--- config.mk ---
export PLATFORM = sky130hd
export DESIGN_NAME = oppo_top
export DESIGN_NICKNAME = d
export VERILOG_FILES = /design/src/oppo_pkg.sv /design/src/oppo_shaper_if.sv /design/src/oppo_pulse_shaper.sv /design/src/oppo_top.sv
export SDC_FILE = /design/constraint.sdc
export NUM_CORES = 1
export LEC_CHECK = 0
export BUFFER_PORTS_ARGS = -buffer_cell sky130_fd_sc_hd__buf_4
export CAP_MARGIN = 10
export CORE_MARGIN = 4
export CORE_UTILIZATION = 56
export CTS_BUF_LIST = sky130_fd_sc_hd__clkbuf_4
export CTS_CLUSTER_SIZE = 12
export DETAILED_ROUTE_END_ITERATION = 8
export HOLD_SLACK_MARGIN = 0.06
export PLACE_DENSITY = 0.73
export SLEW_MARGIN = 30
export SYNTH_ARGS = -nofsm -noshare
export SYNTH_HDL_FRONTEND = slang
export SYNTH_SLANG_ARGS = --single-unit
--- constraint.sdc ---
create_clock -name CLK_SYS_I -period 6.2 [get_ports CLK_SYS_I]
set_clock_uncertainty 0.15 [all_clocks]
set_input_delay 1.24 -clock CLK_SYS_I [delete_from_list [all_inputs] [get_ports CLK_SYS_I]]
set_output_delay 1.24 -clock CLK_SYS_I [all_outputs]
set_load 0.02 [all_outputs]
--- src/oppo_pkg.sv ---
// Constants shared by the optical port and pulse output block
package oppo_pkg;
  localparam int ADDR_W = 16;
  localparam int DATA_W = 8;
  // Register byte addresses
  localparam logic [15:0] ADDR_PULSE_CFG = 16'h2004;
  localparam logic [15:0] ADDR_TX_CFG = 16'h2007;
  localparam logic [15:0] ADDR_OPT_CFG = 16'h2008;
  localparam logic [15:0] ADDR_MAX_WIDTH = 16'h2080;
  localparam logic [15:0] ADDR_TIMEBASE = 16'h2081;
  localparam logic [15:0] ADDR_STATUS = 16'h2090;
  // Field positions
  localparam int BIT_PULSE_INV = 6;
  localparam int BIT_TX_SEL_LO = 6;
  localparam int BIT_DUTY_LO = 0;
  localparam int BIT_TX_INV = 0;
  localparam int BIT_TX_MOD = 1;
  localparam int BIT_RX_INV = 4;
  localparam int BIT_RX_GPIO = 5;
  localparam int BIT_ST_WATT = 0;
  localparam int BIT_ST_VAR = 1;
  localparam int BIT_ST_RX = 2;
  localparam int BIT_ST_TX = 3;
  // Reset values
  localparam logic [7:0] RST_MAX_WIDTH = 8'hff;
  localparam logic [7:0] RST_TIMEBASE = 8'h00;
  localparam logic [1:0] RST_TX_SEL = 2'h0;
  localparam logic [1:0] RST_DUTY = 2'h0;
  // Width setting that turns limiting off
  localparam logic [7:0] MAXW_NO_LIMIT = 8'hff;
  // Pacing queue depth and carrier shape
  localparam int PEND_W = 4;
  localparam logic [3:0] PEND_MAX = 4'hf;
  localparam int MOD_W = 4;
  localparam logic [3:0] MOD_LOW_CODE0 = 4'h8;
  localparam logic [3:0] MOD_LOW_CODE1 = 4'h4;
  localparam logic [3:0] MOD_LOW_CODE2 = 4'h2;
  localparam logic [3:0] MOD_LOW_CODE3 = 4'h1;
  typedef enum logic [1:0] {
    TX_SRC_UART,
    TX_SRC_GPIO,
    TX_SRC_WATT,
    TX_SRC_VAR
  } oppo_tx_src_t;
  typedef enum {
    SH_IDLE,
    SH_ACTIVE
  } oppo_shape_state_t;
endpackage

--- src/oppo_shaper_if.sv ---
// Link between the control logic and one pulse shaper
`timescale 1ns/100ps
`default_nettype none
interface oppo_shaper_if;
  logic [7:0] max_width;
  logic bypass;
  logic t1_tick;
  logic ce_pulse;
  logic active;
  logic [3:0] pending;
  modport ctrl (
    output max_width, bypass, t1_tick, ce_pulse,
    input active, pending
  );
  modport shaper (
    input max_width, bypass, t1_tick, ce_pulse,
    output active, pending
  );
endinterface
`default_nettype wire

--- src/oppo_pulse_shaper.sv ---
// One metering pulse shaper with pacing queue and width limit
`timescale 1ns/100ps
`default_nettype none
module oppo_pulse_shaper (
  input wire logic clk_i,
  input wire logic srst_i,
  oppo_shaper_if.shaper sif
);
  import oppo_pkg::*;

  oppo_shape_state_t state_q, state_d;
  logic [8:0] width_q, width_d;
  logic [3:0] pend_q, pend_d;
  logic level_q, level_d;
  logic active_q;
  logic no_limit;
  logic release_now;

  ////////////////////////////////////////////////////////////////////////////
  assign no_limit = (sif.max_width == MAXW_NO_LIMIT);
  // Bypass releases on the next cycle; paced mode waits for a T1 edge
  assign release_now = (state_q == SH_IDLE) && (pend_q != '0) &&
                       (sif.bypass || sif.t1_tick); // [RULE11]

  always_comb begin
    pend_d = pend_q;
    // Saturate rather than wrap so a burst never turns into zero pulses
    if (sif.ce_pulse && !release_now && pend_q != PEND_MAX) begin
      pend_d = pend_q + 4'h1;
    end else if (!sif.ce_pulse && release_now) begin
      pend_d = pend_q - 4'h1;
    end
  end

  always_comb begin
    state_d = state_q;
    width_d = width_q;
    level_d = level_q;
    if (no_limit) begin
      state_d = SH_IDLE;
      if (release_now) begin
        level_d = !level_q; // [RULE9]
      end
    end else if (release_now) begin
      state_d = SH_ACTIVE;
      width_d = {sif.max_width, 1'b1}; // [RULE7]
    end else if (state_q == SH_ACTIVE && sif.t1_tick) begin
      if (width_q == 9'h001) begin
        state_d = SH_IDLE;
      end else begin
        width_d = width_q - 9'h001; // [RULE7]
      end
    end
  end

  always_ff @(posedge clk_i) begin
    if (srst_i) begin
      state_q <= SH_IDLE;
      width_q <= '0;
      pend_q <= '0;
      level_q <= 1'b0;
    end else begin
      state_q <= state_d;
      width_q <= width_d;
      pend_q <= pend_d;
      level_q <= level_d;
    end
  end

  always_ff @(posedge clk_i) begin
    if (srst_i) begin
      active_q <= 1'b0;
    end else begin
      active_q <= no_limit ? level_d : (state_d == SH_ACTIVE);
    end
  end

  assign sif.active = active_q;
  assign sif.pending = pend_q;
endmodule // oppo_pulse_shaper
`default_nettype wire

--- src/oppo_top.sv ---
// Optical port pin conditioning and metering pulse outputs
//
// Notes on behaviour
// RULE1: Receive pin feeds the UART comparator when clear, is GPIO when set.
// RULE2: Receive invert flips only the UART value, never the GPIO value.
// RULE3: Transmit select picks UART, GPIO, watt or var pulse for the pin.
// RULE4: Transmit invert applies before modulation.
// RULE5: With modulation on, zero intervals become carrier; ones pass.
// RULE6: Duty field sets carrier low fraction; code 10 is 12.5%, 11 is 6.25%.
// RULE7: Pulse active time is at most (2 x max width + 1) T1 periods.
// RULE8: With timebase setting zero, T1 is one sample period.
// RULE9: Max width 255 disables limiting; pulses toggle for 50% duty.
// RULE10: Software must set timebase to 81 when using the pacing queue.
// RULE11: Timebase zero bypasses pacing; pulses leave as soon as issued.
// RULE12: Pulse outputs are active low, active high when pulse invert set.
// RULE13: In GPIO mode the transmit pin follows GPIO output, unshaped.
`timescale 1ns/100ps
`default_nettype none
module oppo_top (
  input wire logic CLK_SYS_I,
  input wire logic SRST_I,
  input wire logic [oppo_pkg::ADDR_W-1:0] ADDR_I,
  input wire logic [oppo_pkg::DATA_W-1:0] WDATA_I,
  input wire logic WR_I,
  input wire logic RD_I,
  output logic [oppo_pkg::DATA_W-1:0] RDATA_O,
  input wire logic SAMPLE_TICK_I,
  input wire logic CE_WATT_PULSE_I,
  input wire logic CE_VAR_PULSE_I,
  input wire logic UART_TXD_I,
  output logic UART_RXD_O,
  input wire logic GPIO_LINE_ONE_OUT_I,
  input wire logic GPIO_LINE_ONE_DRIVE_I,
  output logic GPIO_LINE_ONE_IN_O,
  input wire logic GPIO_LINE_TWO_OUT_I,
  input wire logic GPIO_LINE_TWO_DRIVE_I,
  output logic GPIO_LINE_TWO_IN_O,
  input wire logic OPTICAL_RECEIVE_PIN_I,
  output logic OPTICAL_RECEIVE_PIN_O,
  output logic OPTICAL_RECEIVE_PIN_OE_N_O,
  input wire logic OPTICAL_TRANSMIT_PIN_I,
  output logic OPTICAL_TRANSMIT_PIN_O,
  output logic OPTICAL_TRANSMIT_PIN_OE_N_O,
  output logic WATT_PULSE_OUT_O,
  output logic VAR_PULSE_OUT_O
);
  import oppo_pkg::*;

  ////////////////////////////////////////////////////////////////////////////
  // Carrier low count for each duty code
  function automatic logic [3:0] duty_low(input logic [1:0] code);
    logic [3:0] r;
    r = MOD_LOW_CODE0;
    case (code)
      2'h0: r = MOD_LOW_CODE0;
      2'h1: r = MOD_LOW_CODE1;
      2'h2: r = MOD_LOW_CODE2;
      default: r = MOD_LOW_CODE3;
    endcase
    return r;
  endfunction

  // Pin level for a shaped pulse under the chosen polarity
  function automatic logic pulse_level(input logic act, input logic inv);
    return inv ? act : !act;
  endfunction

  ////////////////////////////////////////////////////////////////////////////
  // Configuration registers
  logic pulse_polarity_invert_q;
  oppo_tx_src_t optical_tx_source_select_q;
  logic [1:0] modulation_duty_select_q;
  logic optical_tx_invert_q;
  logic optical_tx_modulate_enable_q;
  logic optical_rx_invert_q;
  logic optical_rx_pin_as_gpio_q;
  logic [7:0] pulse_max_width_q;
  logic [7:0] pulse_width_timebase_q;
  logic [7:0] rdata_d;

  always_ff @(posedge CLK_SYS_I) begin
    if (SRST_I) begin
      pulse_polarity_invert_q <= 1'b0;
      optical_tx_source_select_q <= oppo_tx_src_t'(RST_TX_SEL);
      modulation_duty_select_q <= RST_DUTY;
      optical_tx_invert_q <= 1'b0;
      optical_tx_modulate_enable_q <= 1'b0;
      optical_rx_invert_q <= 1'b0;
      optical_rx_pin_as_gpio_q <= 1'b0;
      pulse_max_width_q <= RST_MAX_WIDTH;
      pulse_width_timebase_q <= RST_TIMEBASE;
    end else if (WR_I) begin
      if (ADDR_I == ADDR_PULSE_CFG) begin
        pulse_polarity_invert_q <= WDATA_I[BIT_PULSE_INV];
      end else if (ADDR_I == ADDR_TX_CFG) begin
        optical_tx_source_select_q <=
          oppo_tx_src_t'(WDATA_I[BIT_TX_SEL_LO +: 2]);
        modulation_duty_select_q <= WDATA_I[BIT_DUTY_LO +: 2];
      end else if (ADDR_I == ADDR_OPT_CFG) begin
        optical_tx_invert_q <= WDATA_I[BIT_TX_INV];
        optical_tx_modulate_enable_q <= WDATA_I[BIT_TX_MOD];
        optical_rx_invert_q <= WDATA_I[BIT_RX_INV];
        optical_rx_pin_as_gpio_q <= WDATA_I[BIT_RX_GPIO];
      end else if (ADDR_I == ADDR_MAX_WIDTH) begin
        pulse_max_width_q <= WDATA_I;
      end else if (ADDR_I == ADDR_TIMEBASE) begin
        // Pacing only behaves as intended at the value software must use
        pulse_width_timebase_q <= WDATA_I; // [RULE10]
      end
    end
  end

  ////////////////////////////////////////////////////////////////////////////
  // Pin synchronisers
  logic rx_meta_q, rx_sync_q;
  logic tx_meta_q, tx_sync_q;

  always_ff @(posedge CLK_SYS_I) begin
    if (SRST_I) begin
      rx_meta_q <= 1'b0;
      rx_sync_q <= 1'b0;
      tx_meta_q <= 1'b0;
      tx_sync_q <= 1'b0;
    end else begin
      rx_meta_q <= OPTICAL_RECEIVE_PIN_I;
      rx_sync_q <= rx_meta_q;
      tx_meta_q <= OPTICAL_TRANSMIT_PIN_I;
      tx_sync_q <= tx_meta_q;
    end
  end

  ////////////////////////////////////////////////////////////////////////////
  // Width time base: one tick every T1
  logic [7:0] t1_cnt_q;
  logic t1_tick;
  logic timebase_zero;

  assign timebase_zero = (pulse_width_timebase_q == '0);
  assign t1_tick = SAMPLE_TICK_I &&
                   (timebase_zero ||
                    t1_cnt_q == pulse_width_timebase_q - 8'h01); // [RULE8]

  always_ff @(posedge CLK_SYS_I) begin
    if (SRST_I) begin
      t1_cnt_q <= '0;
    end else if (timebase_zero || t1_tick) begin
      t1_cnt_q <= '0;
    end else if (SAMPLE_TICK_I) begin
      t1_cnt_q <= t1_cnt_q + 8'h01;
    end
  end

  ////////////////////////////////////////////////////////////////////////////
  // Pulse shapers
  oppo_shaper_if watt_if ();
  oppo_shaper_if var_if ();

  assign watt_if.max_width = pulse_max_width_q;
  assign watt_if.bypass = timebase_zero; // [RULE11]
  assign watt_if.t1_tick = t1_tick;
  assign watt_if.ce_pulse = CE_WATT_PULSE_I;
  assign var_if.max_width = pulse_max_width_q;
  assign var_if.bypass = timebase_zero; // [RULE11]
  assign var_if.t1_tick = t1_tick;
  assign var_if.ce_pulse = CE_VAR_PULSE_I;

  oppo_pulse_shaper u_watt_shaper (
    .clk_i(CLK_SYS_I),
    .srst_i(SRST_I),
    .sif(watt_if.shaper)
  );

  oppo_pulse_shaper u_var_shaper (
    .clk_i(CLK_SYS_I),
    .srst_i(SRST_I),
    .sif(var_if.shaper)
  );

  logic watt_level, var_level;
  assign watt_level = pulse_level(watt_if.active,
                                  pulse_polarity_invert_q); // [RULE12]
  assign var_level = pulse_level(var_if.active,
                                 pulse_polarity_invert_q); // [RULE12]

  always_ff @(posedge CLK_SYS_I) begin
    if (SRST_I) begin
      WATT_PULSE_OUT_O <= 1'b1;
      VAR_PULSE_OUT_O <= 1'b1;
    end else begin
      WATT_PULSE_OUT_O <= watt_level;
      VAR_PULSE_OUT_O <= var_level;
    end
  end

  ////////////////////////////////////////////////////////////////////////////
  // Modulation carrier, free running
  logic [MOD_W-1:0] mod_cnt_q;
  logic carrier;

  always_ff @(posedge CLK_SYS_I) begin
    if (SRST_I) begin
      mod_cnt_q <= '0;
    end else begin
      mod_cnt_q <= mod_cnt_q + 4'h1;
    end
  end

  assign carrier = (mod_cnt_q >=
                    duty_low(modulation_duty_select_q)); // [RULE6]

  ////////////////////////////////////////////////////////////////////////////
  // Transmit pin
  logic tx_src, tx_inv, tx_shaped;

  always_comb begin
    tx_src = UART_TXD_I;
    case (optical_tx_source_select_q)
      TX_SRC_UART: tx_src = UART_TXD_I; // [RULE3]
      TX_SRC_GPIO: tx_src = GPIO_LINE_TWO_OUT_I; // [RULE3]
      TX_SRC_WATT: tx_src = watt_level; // [RULE3]
      default: tx_src = var_level; // [RULE3]
    endcase
  end

  assign tx_inv = tx_src ^ optical_tx_invert_q; // [RULE4]
  assign tx_shaped = tx_inv |
                     (optical_tx_modulate_enable_q & carrier); // [RULE5]

  always_ff @(posedge CLK_SYS_I) begin
    if (SRST_I) begin
      OPTICAL_TRANSMIT_PIN_O <= 1'b1;
      OPTICAL_TRANSMIT_PIN_OE_N_O <= 1'b1;
    end else if (optical_tx_source_select_q == TX_SRC_GPIO) begin
      // Raw GPIO path keeps software in full control of the pin
      OPTICAL_TRANSMIT_PIN_O <= GPIO_LINE_TWO_OUT_I; // [RULE13]
      OPTICAL_TRANSMIT_PIN_OE_N_O <= !GPIO_LINE_TWO_DRIVE_I; // [RULE13]
    end else begin
      OPTICAL_TRANSMIT_PIN_O <= tx_shaped;
      OPTICAL_TRANSMIT_PIN_OE_N_O <= 1'b0;
    end
  end

  ////////////////////////////////////////////////////////////////////////////
  // Receive pin
  always_ff @(posedge CLK_SYS_I) begin
    if (SRST_I) begin
      UART_RXD_O <= 1'b1;
      GPIO_LINE_ONE_IN_O <= 1'b0;
      GPIO_LINE_TWO_IN_O <= 1'b0;
      OPTICAL_RECEIVE_PIN_O <= 1'b0;
      OPTICAL_RECEIVE_PIN_OE_N_O <= 1'b1;
    end else begin
      GPIO_LINE_TWO_IN_O <= tx_sync_q;
      if (optical_rx_pin_as_gpio_q) begin
        // UART sees idle so a stray edge cannot start a frame
        UART_RXD_O <= 1'b1; // [RULE1]
        GPIO_LINE_ONE_IN_O <= rx_sync_q; // [RULE2]
        OPTICAL_RECEIVE_PIN_O <= GPIO_LINE_ONE_OUT_I; // [RULE1]
        OPTICAL_RECEIVE_PIN_OE_N_O <= !GPIO_LINE_ONE_DRIVE_I; // [RULE1]
      end else begin
        UART_RXD_O <= rx_sync_q ^ optical_rx_invert_q; // [RULE1] [RULE2]
        GPIO_LINE_ONE_IN_O <= 1'b0;
        OPTICAL_RECEIVE_PIN_O <= 1'b0;
        OPTICAL_RECEIVE_PIN_OE_N_O <= 1'b1; // [RULE1]
      end
    end
  end

  ////////////////////////////////////////////////////////////////////////////
  // Register read, data one cycle after the strobe
  always_comb begin
    rdata_d = '0;
    if (ADDR_I == ADDR_PULSE_CFG) begin
      rdata_d[BIT_PULSE_INV] = pulse_polarity_invert_q;
    end else if (ADDR_I == ADDR_TX_CFG) begin
      rdata_d[BIT_TX_SEL_LO +: 2] = optical_tx_source_select_q;
      rdata_d[BIT_DUTY_LO +: 2] = modulation_duty_select_q;
    end else if (ADDR_I == ADDR_OPT_CFG) begin
      rdata_d[BIT_TX_INV] = optical_tx_invert_q;
      rdata_d[BIT_TX_MOD] = optical_tx_modulate_enable_q;
      rdata_d[BIT_RX_INV] = optical_rx_invert_q;
      rdata_d[BIT_RX_GPIO] = optical_rx_pin_as_gpio_q;
    end else if (ADDR_I == ADDR_MAX_WIDTH) begin
      rdata_d = pulse_max_width_q;
    end else if (ADDR_I == ADDR_TIMEBASE) begin
      rdata_d = pulse_width_timebase_q;
    end else if (ADDR_I == ADDR_STATUS) begin
      rdata_d[BIT_ST_WATT] = watt_if.active;
      rdata_d[BIT_ST_VAR] = var_if.active;
      rdata_d[BIT_ST_RX] = rx_sync_q;
      rdata_d[BIT_ST_TX] = tx_sync_q;
    end
  end

  always_ff @(posedge CLK_SYS_I) begin
    if (SRST_I) begin
      RDATA_O <= '0;
    end else if (RD_I) begin
      RDATA_O <= rdata_d;
    end else begin
      RDATA_O <= '0;
    end
  end
endmodule // oppo_top
`default_nettype wire

# Yosys cells after proc, flatten, opt, wreduce, memory -nomap -nowiden
# Cells that the tools add are included.
classes:
  n_mux: 40
  addsub: 9
  n_mul: 0
  bitwise: 11
  shifts: 0
  eq_ne: 22
  div: 0
  order_cmp: 1
  reduce_logical: 50
ops:
  columns: ["op", "count"]
  rows:
  - ["$mux W32", 8]
  - ["$eq A32 B2 Y1 const B", 4]
  - ["$eq A16 B14 Y1 const B", 6]
  - ["$logic_not A32 Y1", 2]
  - ["$mux W9", 6]
  - ["$mux W4", 7]
  - ["$eq A9 B1 Y1 const B", 2]
  - ["$sub A9 B1 Y9 const B", 2]
  - ["$logic_and A1 B1 Y1", 13]
  - ["$add A4 B1 Y4 const B", 3]
  - ["$pmux W4 S3", 1]
  - ["$mux W1", 11]
  - ["$logic_not A1 Y1", 10]
  - ["$mux W2", 5]
  - ["$reduce_and A3 Y1", 3]
  - ["$add A8 B1 Y8 const B", 1]
  - ["$eq A8 B8 Y1", 1]
  - ["$eq A8 B8 Y1 const B", 1]
  - ["$logic_not A8 Y1", 1]
  - ["$mux W8", 1]
  - ["$ne A4 B4 Y1 const B", 2]
  - ["$reduce_bool A2 Y1", 4]
  - ["$reduce_bool A4 Y1", 2]
  - ["$reduce_or A2 Y1", 4]
  - ["20 further kinds", 33]
word_totals:
  output_inout_bits: 17
  word_cells: 171
  inputBits: 38
  latch_bits: 0
  romBits: 0
  ram_bits: 0
  mem_count: 0
  reg_bits: 152

# Depth between registers and ports, before layout
logic_depth:
  word_depth: 10
  depth_mapped: 16
  ltp_nobuf: 14

# Hierarchy
# A second synthesis with hierarchy kept.
hier_totals:
  cells_unflattened: 716
  area_unflattened_um2: 6915.4
modules_own_cells:
  columns: ["module", "area_per_inst_um2", "n_inst", "seq_area_each_um2", "cells_each"]
  rows:
  - ["oppo_top", 2726.4, 1, 1161.1, 297]
  - ["oppo_pulse_shaper (u_watt_shaper)", 2110.8, 1, 940.9, 207]
  - ["oppo_pulse_shaper (u_var_shaper)", 2078.2, 1, 940.9, 212]

# Worst setup path after synthesis
# OpenSTA, ideal clock, no wires.
synth_timing:
  path_type: "register to register"
  from: "register pulse_width_timebase_q[0]"
  to: "register u_watt_shaper.pend_q[3], in the netlist u_watt_shaper.sif.pending[3]"
  t_arrival_ns: 3.590
  slack_ns: 2.339
  path_stages_with_launch: 17
  required_time_ns: 5.929
  setup_ns: 0.121
  path_cell_list: "dfxtp_1 -> clkbuf_1 -> inv_1 -> ha_1 -> and2_1 -> o21a_1 -> o31a_1 -> a2111o_1 -> a21o_1 -> clkbuf_1 -> nand3_1 -> ha_1 -> a21o_1 -> a21oi_1 -> nor2_1 -> a22oi_1 -> mux2_2"
synth_between:
  elab_chain_len: 10
  elab_cells_between_ends: 13
  cone_classes: "add/sub (1); eq/ne (1); mux (1); reduce/logical (10)"
synth_rtl:
  columns: ["element", "line", "rtl"]
  rows:
  - ["start, declared", "oppo_top.sv:78", "logic [7:0] pulse_width_timebase_q;"]
  - ["start signal, assigned", "oppo_top.sv:91", "pulse_width_timebase_q <= RST_TIMEBASE;"]
  - ["start signal, assigned", "oppo_top.sv:108", "pulse_width_timebase_q <= WDATA_I;"]
  - ["$sub A8 B1 Y8", "oppo_top.sv:141", "t1_cnt_q == pulse_width_timebase_q - 8'h01);"]
  - ["$eq A8 B8 Y1", "oppo_top.sv:141", null]
  - ["$logic_or A1 B1 Y1", "oppo_top.sv:140", "(timebase_zero ||"]
  - ["$logic_and A1 B1 Y1", "oppo_top.sv:139", "assign t1_tick = SAMPLE_TICK_I &&"]
  - ["$logic_or A1 B1 Y1 *", "oppo_pulse_shaper.sv:23", "(sif.bypass || sif.t1_tick);"]
  - ["$logic_and A1 B1 Y1 *", "oppo_pulse_shaper.sv:22", "assign release_now = (state_q == SH_IDLE) && (pend_q != '0) &&"]
  - ["$logic_not A1 Y1", "oppo_pulse_shaper.sv:28", "if (sif.ce_pulse && !release_now && pend_q != PEND_MAX) begin"]
  - ["$logic_and A1 B1 Y1 (2 in a row)", "oppo_pulse_shaper.sv:28", null]
  - ["$mux W4 or $reduce_bool A2 Y1 (tied branches)", null, null]
  - ["end signal, assigned", "oppo_pulse_shaper.sv:65", "pend_q <= pend_d;"]
  - ["end, declared", "oppo_pulse_shaper.sv:13", "logic [3:0] pend_q, pend_d;"]
# Every way passes the cells marked *; elsewhere a longest branch is shown, timed or not.
# A chain may end at the register's enable or synchronous reset.

# Final worst setup path
# Ends and elaborated chain as after synthesis.

==> flow_summary.json <==
{
  "status": "finished clean",
  "postCtsHoldBufs": 0,
  "yosys.area_share.adder_pct": 3.609,
  "yosys.area_share.simple_pct": 25.30,
  "syn_area_um2": 6656,
  "wl_per_cell_um": 15.79,
  "grt_overflow_total": 0,
  "drive_above_1_share_pct": 14.08,
  "dieWidth_um": 117.0,
  "clkLatencyLatePin_ns": 0.56,
  "htreeDepth": 4,
  "avgSynthCellArea_um2": 9.469,
  "synth_top_family_by_area": "simple AND/OR/NAND/NOR gates",
  "syn_nets": 759,
  "maxSlewHeadroom_pct": 38.07,
  "dpl.hpwl_um": 9959,
  "cts_tree": "built",
  "tns_ns": 0,
  "via_per_inst": 5.811,
  "synth_cell_types": 56,
  "synthXorXnorAreaFrac_pct": 3.421,
  "synth_flop_cell": "dfxtp_1",
  "die_height_um": 117.0,
  "finalHoldViolCount": 0,
  "io_pins": 55,
  "antenna_found_initial": 1,
  "leakage_nw": 3.275,
  "final_nets": 803,
  "wl_um": 14290,
  "setup_viol": 0,
  "cp_max_fo": 21,
  "timing.fmax_mhz": 232.4,
  "async_reset_ff_share_pct": 0,
  "cts_setup_buffers": 0,
  "drt-initial-drc-count": 364,
  "power_density_nw_per_um2": 290.3,
  "post_cts_resized": 0,
  "rows": 39,
  "grt_max_degree": 60,
  "clk_pin_slew_ns": 0.12,
  "placement.io_buffers": 54,
  "numCtsBuffers": 17,
  "root_buffer": "clkbuf_4",
  "clock-sinks": 152,
  "cp-end-kind": "register",
  "drv_cap": 0,
  "synth_seq_cells": 152,
  "die_area_um2": 13690,
  "start_util_pct": 57.80,
  "place_ws_ns": 1.925,
  "yosysWarnings": 0,
  "syn-instance-count": 703,
  "worst_setup_path_start_kind": "register",
  "grt_usage_pct": 21.94,
  "layout_common_cells": "152 x dfxtp_1, 70 x nor2_1, 64 x nand2_1",
  "fin_crit_sh_pct": 69.41,
  "final_max_slew_viol_count": 0,
  "critPathKind": "register to register",
  "area.growth.synth_to_final_pct": 11.94,
  "fin_ws_ns": 1.897,
  "synthMuxAreaShare_pct": 7.932,
  "fin_crit_ns": 4.303,
  "ys_seq_area_share_pct": 45.71,
  "synth_compound_area_share_pct": 10.85,
  "remaining_drc_errors": 0,
  "gp_congestion": 0.8397,
  "layout.core_utilization_pct": 64.70,
  "ir_worst_vdd_mv": 0.1904,
  "fp.coreArea_um2": 11520,
  "worst_pin_slew_ns": 0.9280,
  "cts_max_path_buffers": 2,
  "grt_pass1_wl_um": 23650,
  "crit_required_ns": 6.51,
  "grt_pass1_vias": 5008,
  "hp-class": "register to register",
  "rsz0062_at_grt": "false",
  "synth_edf_count": 0,
  "drtPass1Iterations": 7,
  "final_antenna_net_count": 0,
  "via_count": 5259,
  "arrival_ns": 4.61,
  "layout_commonest_cell": "dfxtp_1"
}
-- Yosys cell counts (all sizes together) (2+ instances only) --
cell	instances	area [µm²]
dfxtp	152	3043
nor2	71	269.0
nand2	64	240.2
mux2i	46	460.4
and2	42	265.3
and3	37	231.5
clkbuf	24	90.09
nor4	22	137.6
a22oi	19	142.6
ha	16	200.2
o32ai	16	140.1
xor2	16	140.1
inv	14	52.55
nor2b	14	87.58
nor3	14	70.07
nand4	12	75.07
or3	12	80.08
buf	11	68.81
xnor2	10	87.58
nand3	8	40.04
a21oi	6	30.03
a222oi	6	60.06
mux2	6	67.56
nand2b	6	37.54
or2	6	37.54
a211oi	5	37.54
o21a	5	37.54
a21o	4	30.03
nand4b	4	35.03
o2111ai	4	35.03
o21ai	4	20.01
a2111oi	3	65.06
nand3b	3	22.52
a31oi	2	12.51
and4b	2	20.02
fa	2	40.04
nor4b	2	17.52
o41ai	2	32.53
-- routing by layer --
| layer | vias to the layer above | share of wire [%] | GRT usage, % |
|---|---|---|---|
| met4 | 0 | 1.8 | 9.251 |
| met5 | - | 0 | 0 |
| li1 | 2612 | - | - |
| met2 | 155 | 46 | 35.15 |
| met3 | 19 | 6.2 | 5.296 |
| met1 | 2473 | 46 | 28.39 |
-- critical path, stage by stage, from the launching register on --
cell      delay [ns]
dfxtp_1         0.47
inv_1           0.10
ha_1            0.23
and2_1          0.18
a211oi_1        0.26
o31a_1          0.27
a2111o_1        0.23
a21o_1          0.67
nand3_1         0.30
ha_1            0.37
a21o_1          0.18
a21oi_1         0.19
nor2_1          0.06
a22oi_1         0.20
mux2_2          0.35
-- final cells by class --
type / count / area [µm²]
fillers: 946 / 4065
diodes: 2 / 5.005
well taps: 143 / 178.9
multi-input cells: 502 / 3406
inverters: 14 / 52.55
clock inverters: 14 / 180.2
flip-flops and latches: 152 / 3043
repair buffers: 60 / 450.4
clock buffers: 18 / 135.1
-- report_power, final --
part	total, mW	switching, mW	internal, mW
sequential	1.06	0.0441	1.02
clock	0.657	0.337	0.320
combinational	0.442	0.237	0.205
total	2.16	0.618	1.54
-- flip-flops by register name (all words and copies together), names as in the netlist, 8 cells and up --
register                cells
u_watt_shaper.width_q       9
pulse_width_timebase_q      8
u_watt_shaper.state_q      32
t1_cnt_q                    8
pulse_max_width_q           8
u_var_shaper.width_q        9
RDATA_O                     8
u_var_shaper.state_q       32
-- worst paths after layout --
check	startpoint	endpoint	slack (ns)	cells past startpoint
max	pulse_width_timebase_q[0]	u_watt_shaper.sif.pending[3]	1.90	14
min	rx_meta_q	rx_sync_q	0.31	1
min reg2reg	rx_meta_q	rx_sync_q	0.31	1
max reg2reg	pulse_width_timebase_q[0]	u_watt_shaper.sif.pending[3]	1.90	14
-- logic make-up (layout without fill, tap and decap cells) --
kind of cell	count (synthesis)	count (layout)
compound gates	85	85
xor+xnor	26	26
fa+ha+maj	18	18
buf+inv	49	106
flops	152	152
mux	52	52
other cells	0	2
simple gates	321	321
-- per-stage QoR --
stage | hold WS, ns | total power [mW] | cell area [µm²] | cells
after floorplan | 0.2638 | 1.423 | 6656 | 703
after global placement | 0.2748 | 1.505 | 7131 | 871
after detailed placement | 0.2768 | 1.523 | 7131 | 871
after CTS | 0.3147 | 2.182 | 7446 | 903
after global routing | 0.3218 | 2.279 | 7451 | 905
final | 0.3135 | 2.163 | 7451 | 905
No activity file was read; power rests on OpenSTA's default activity.
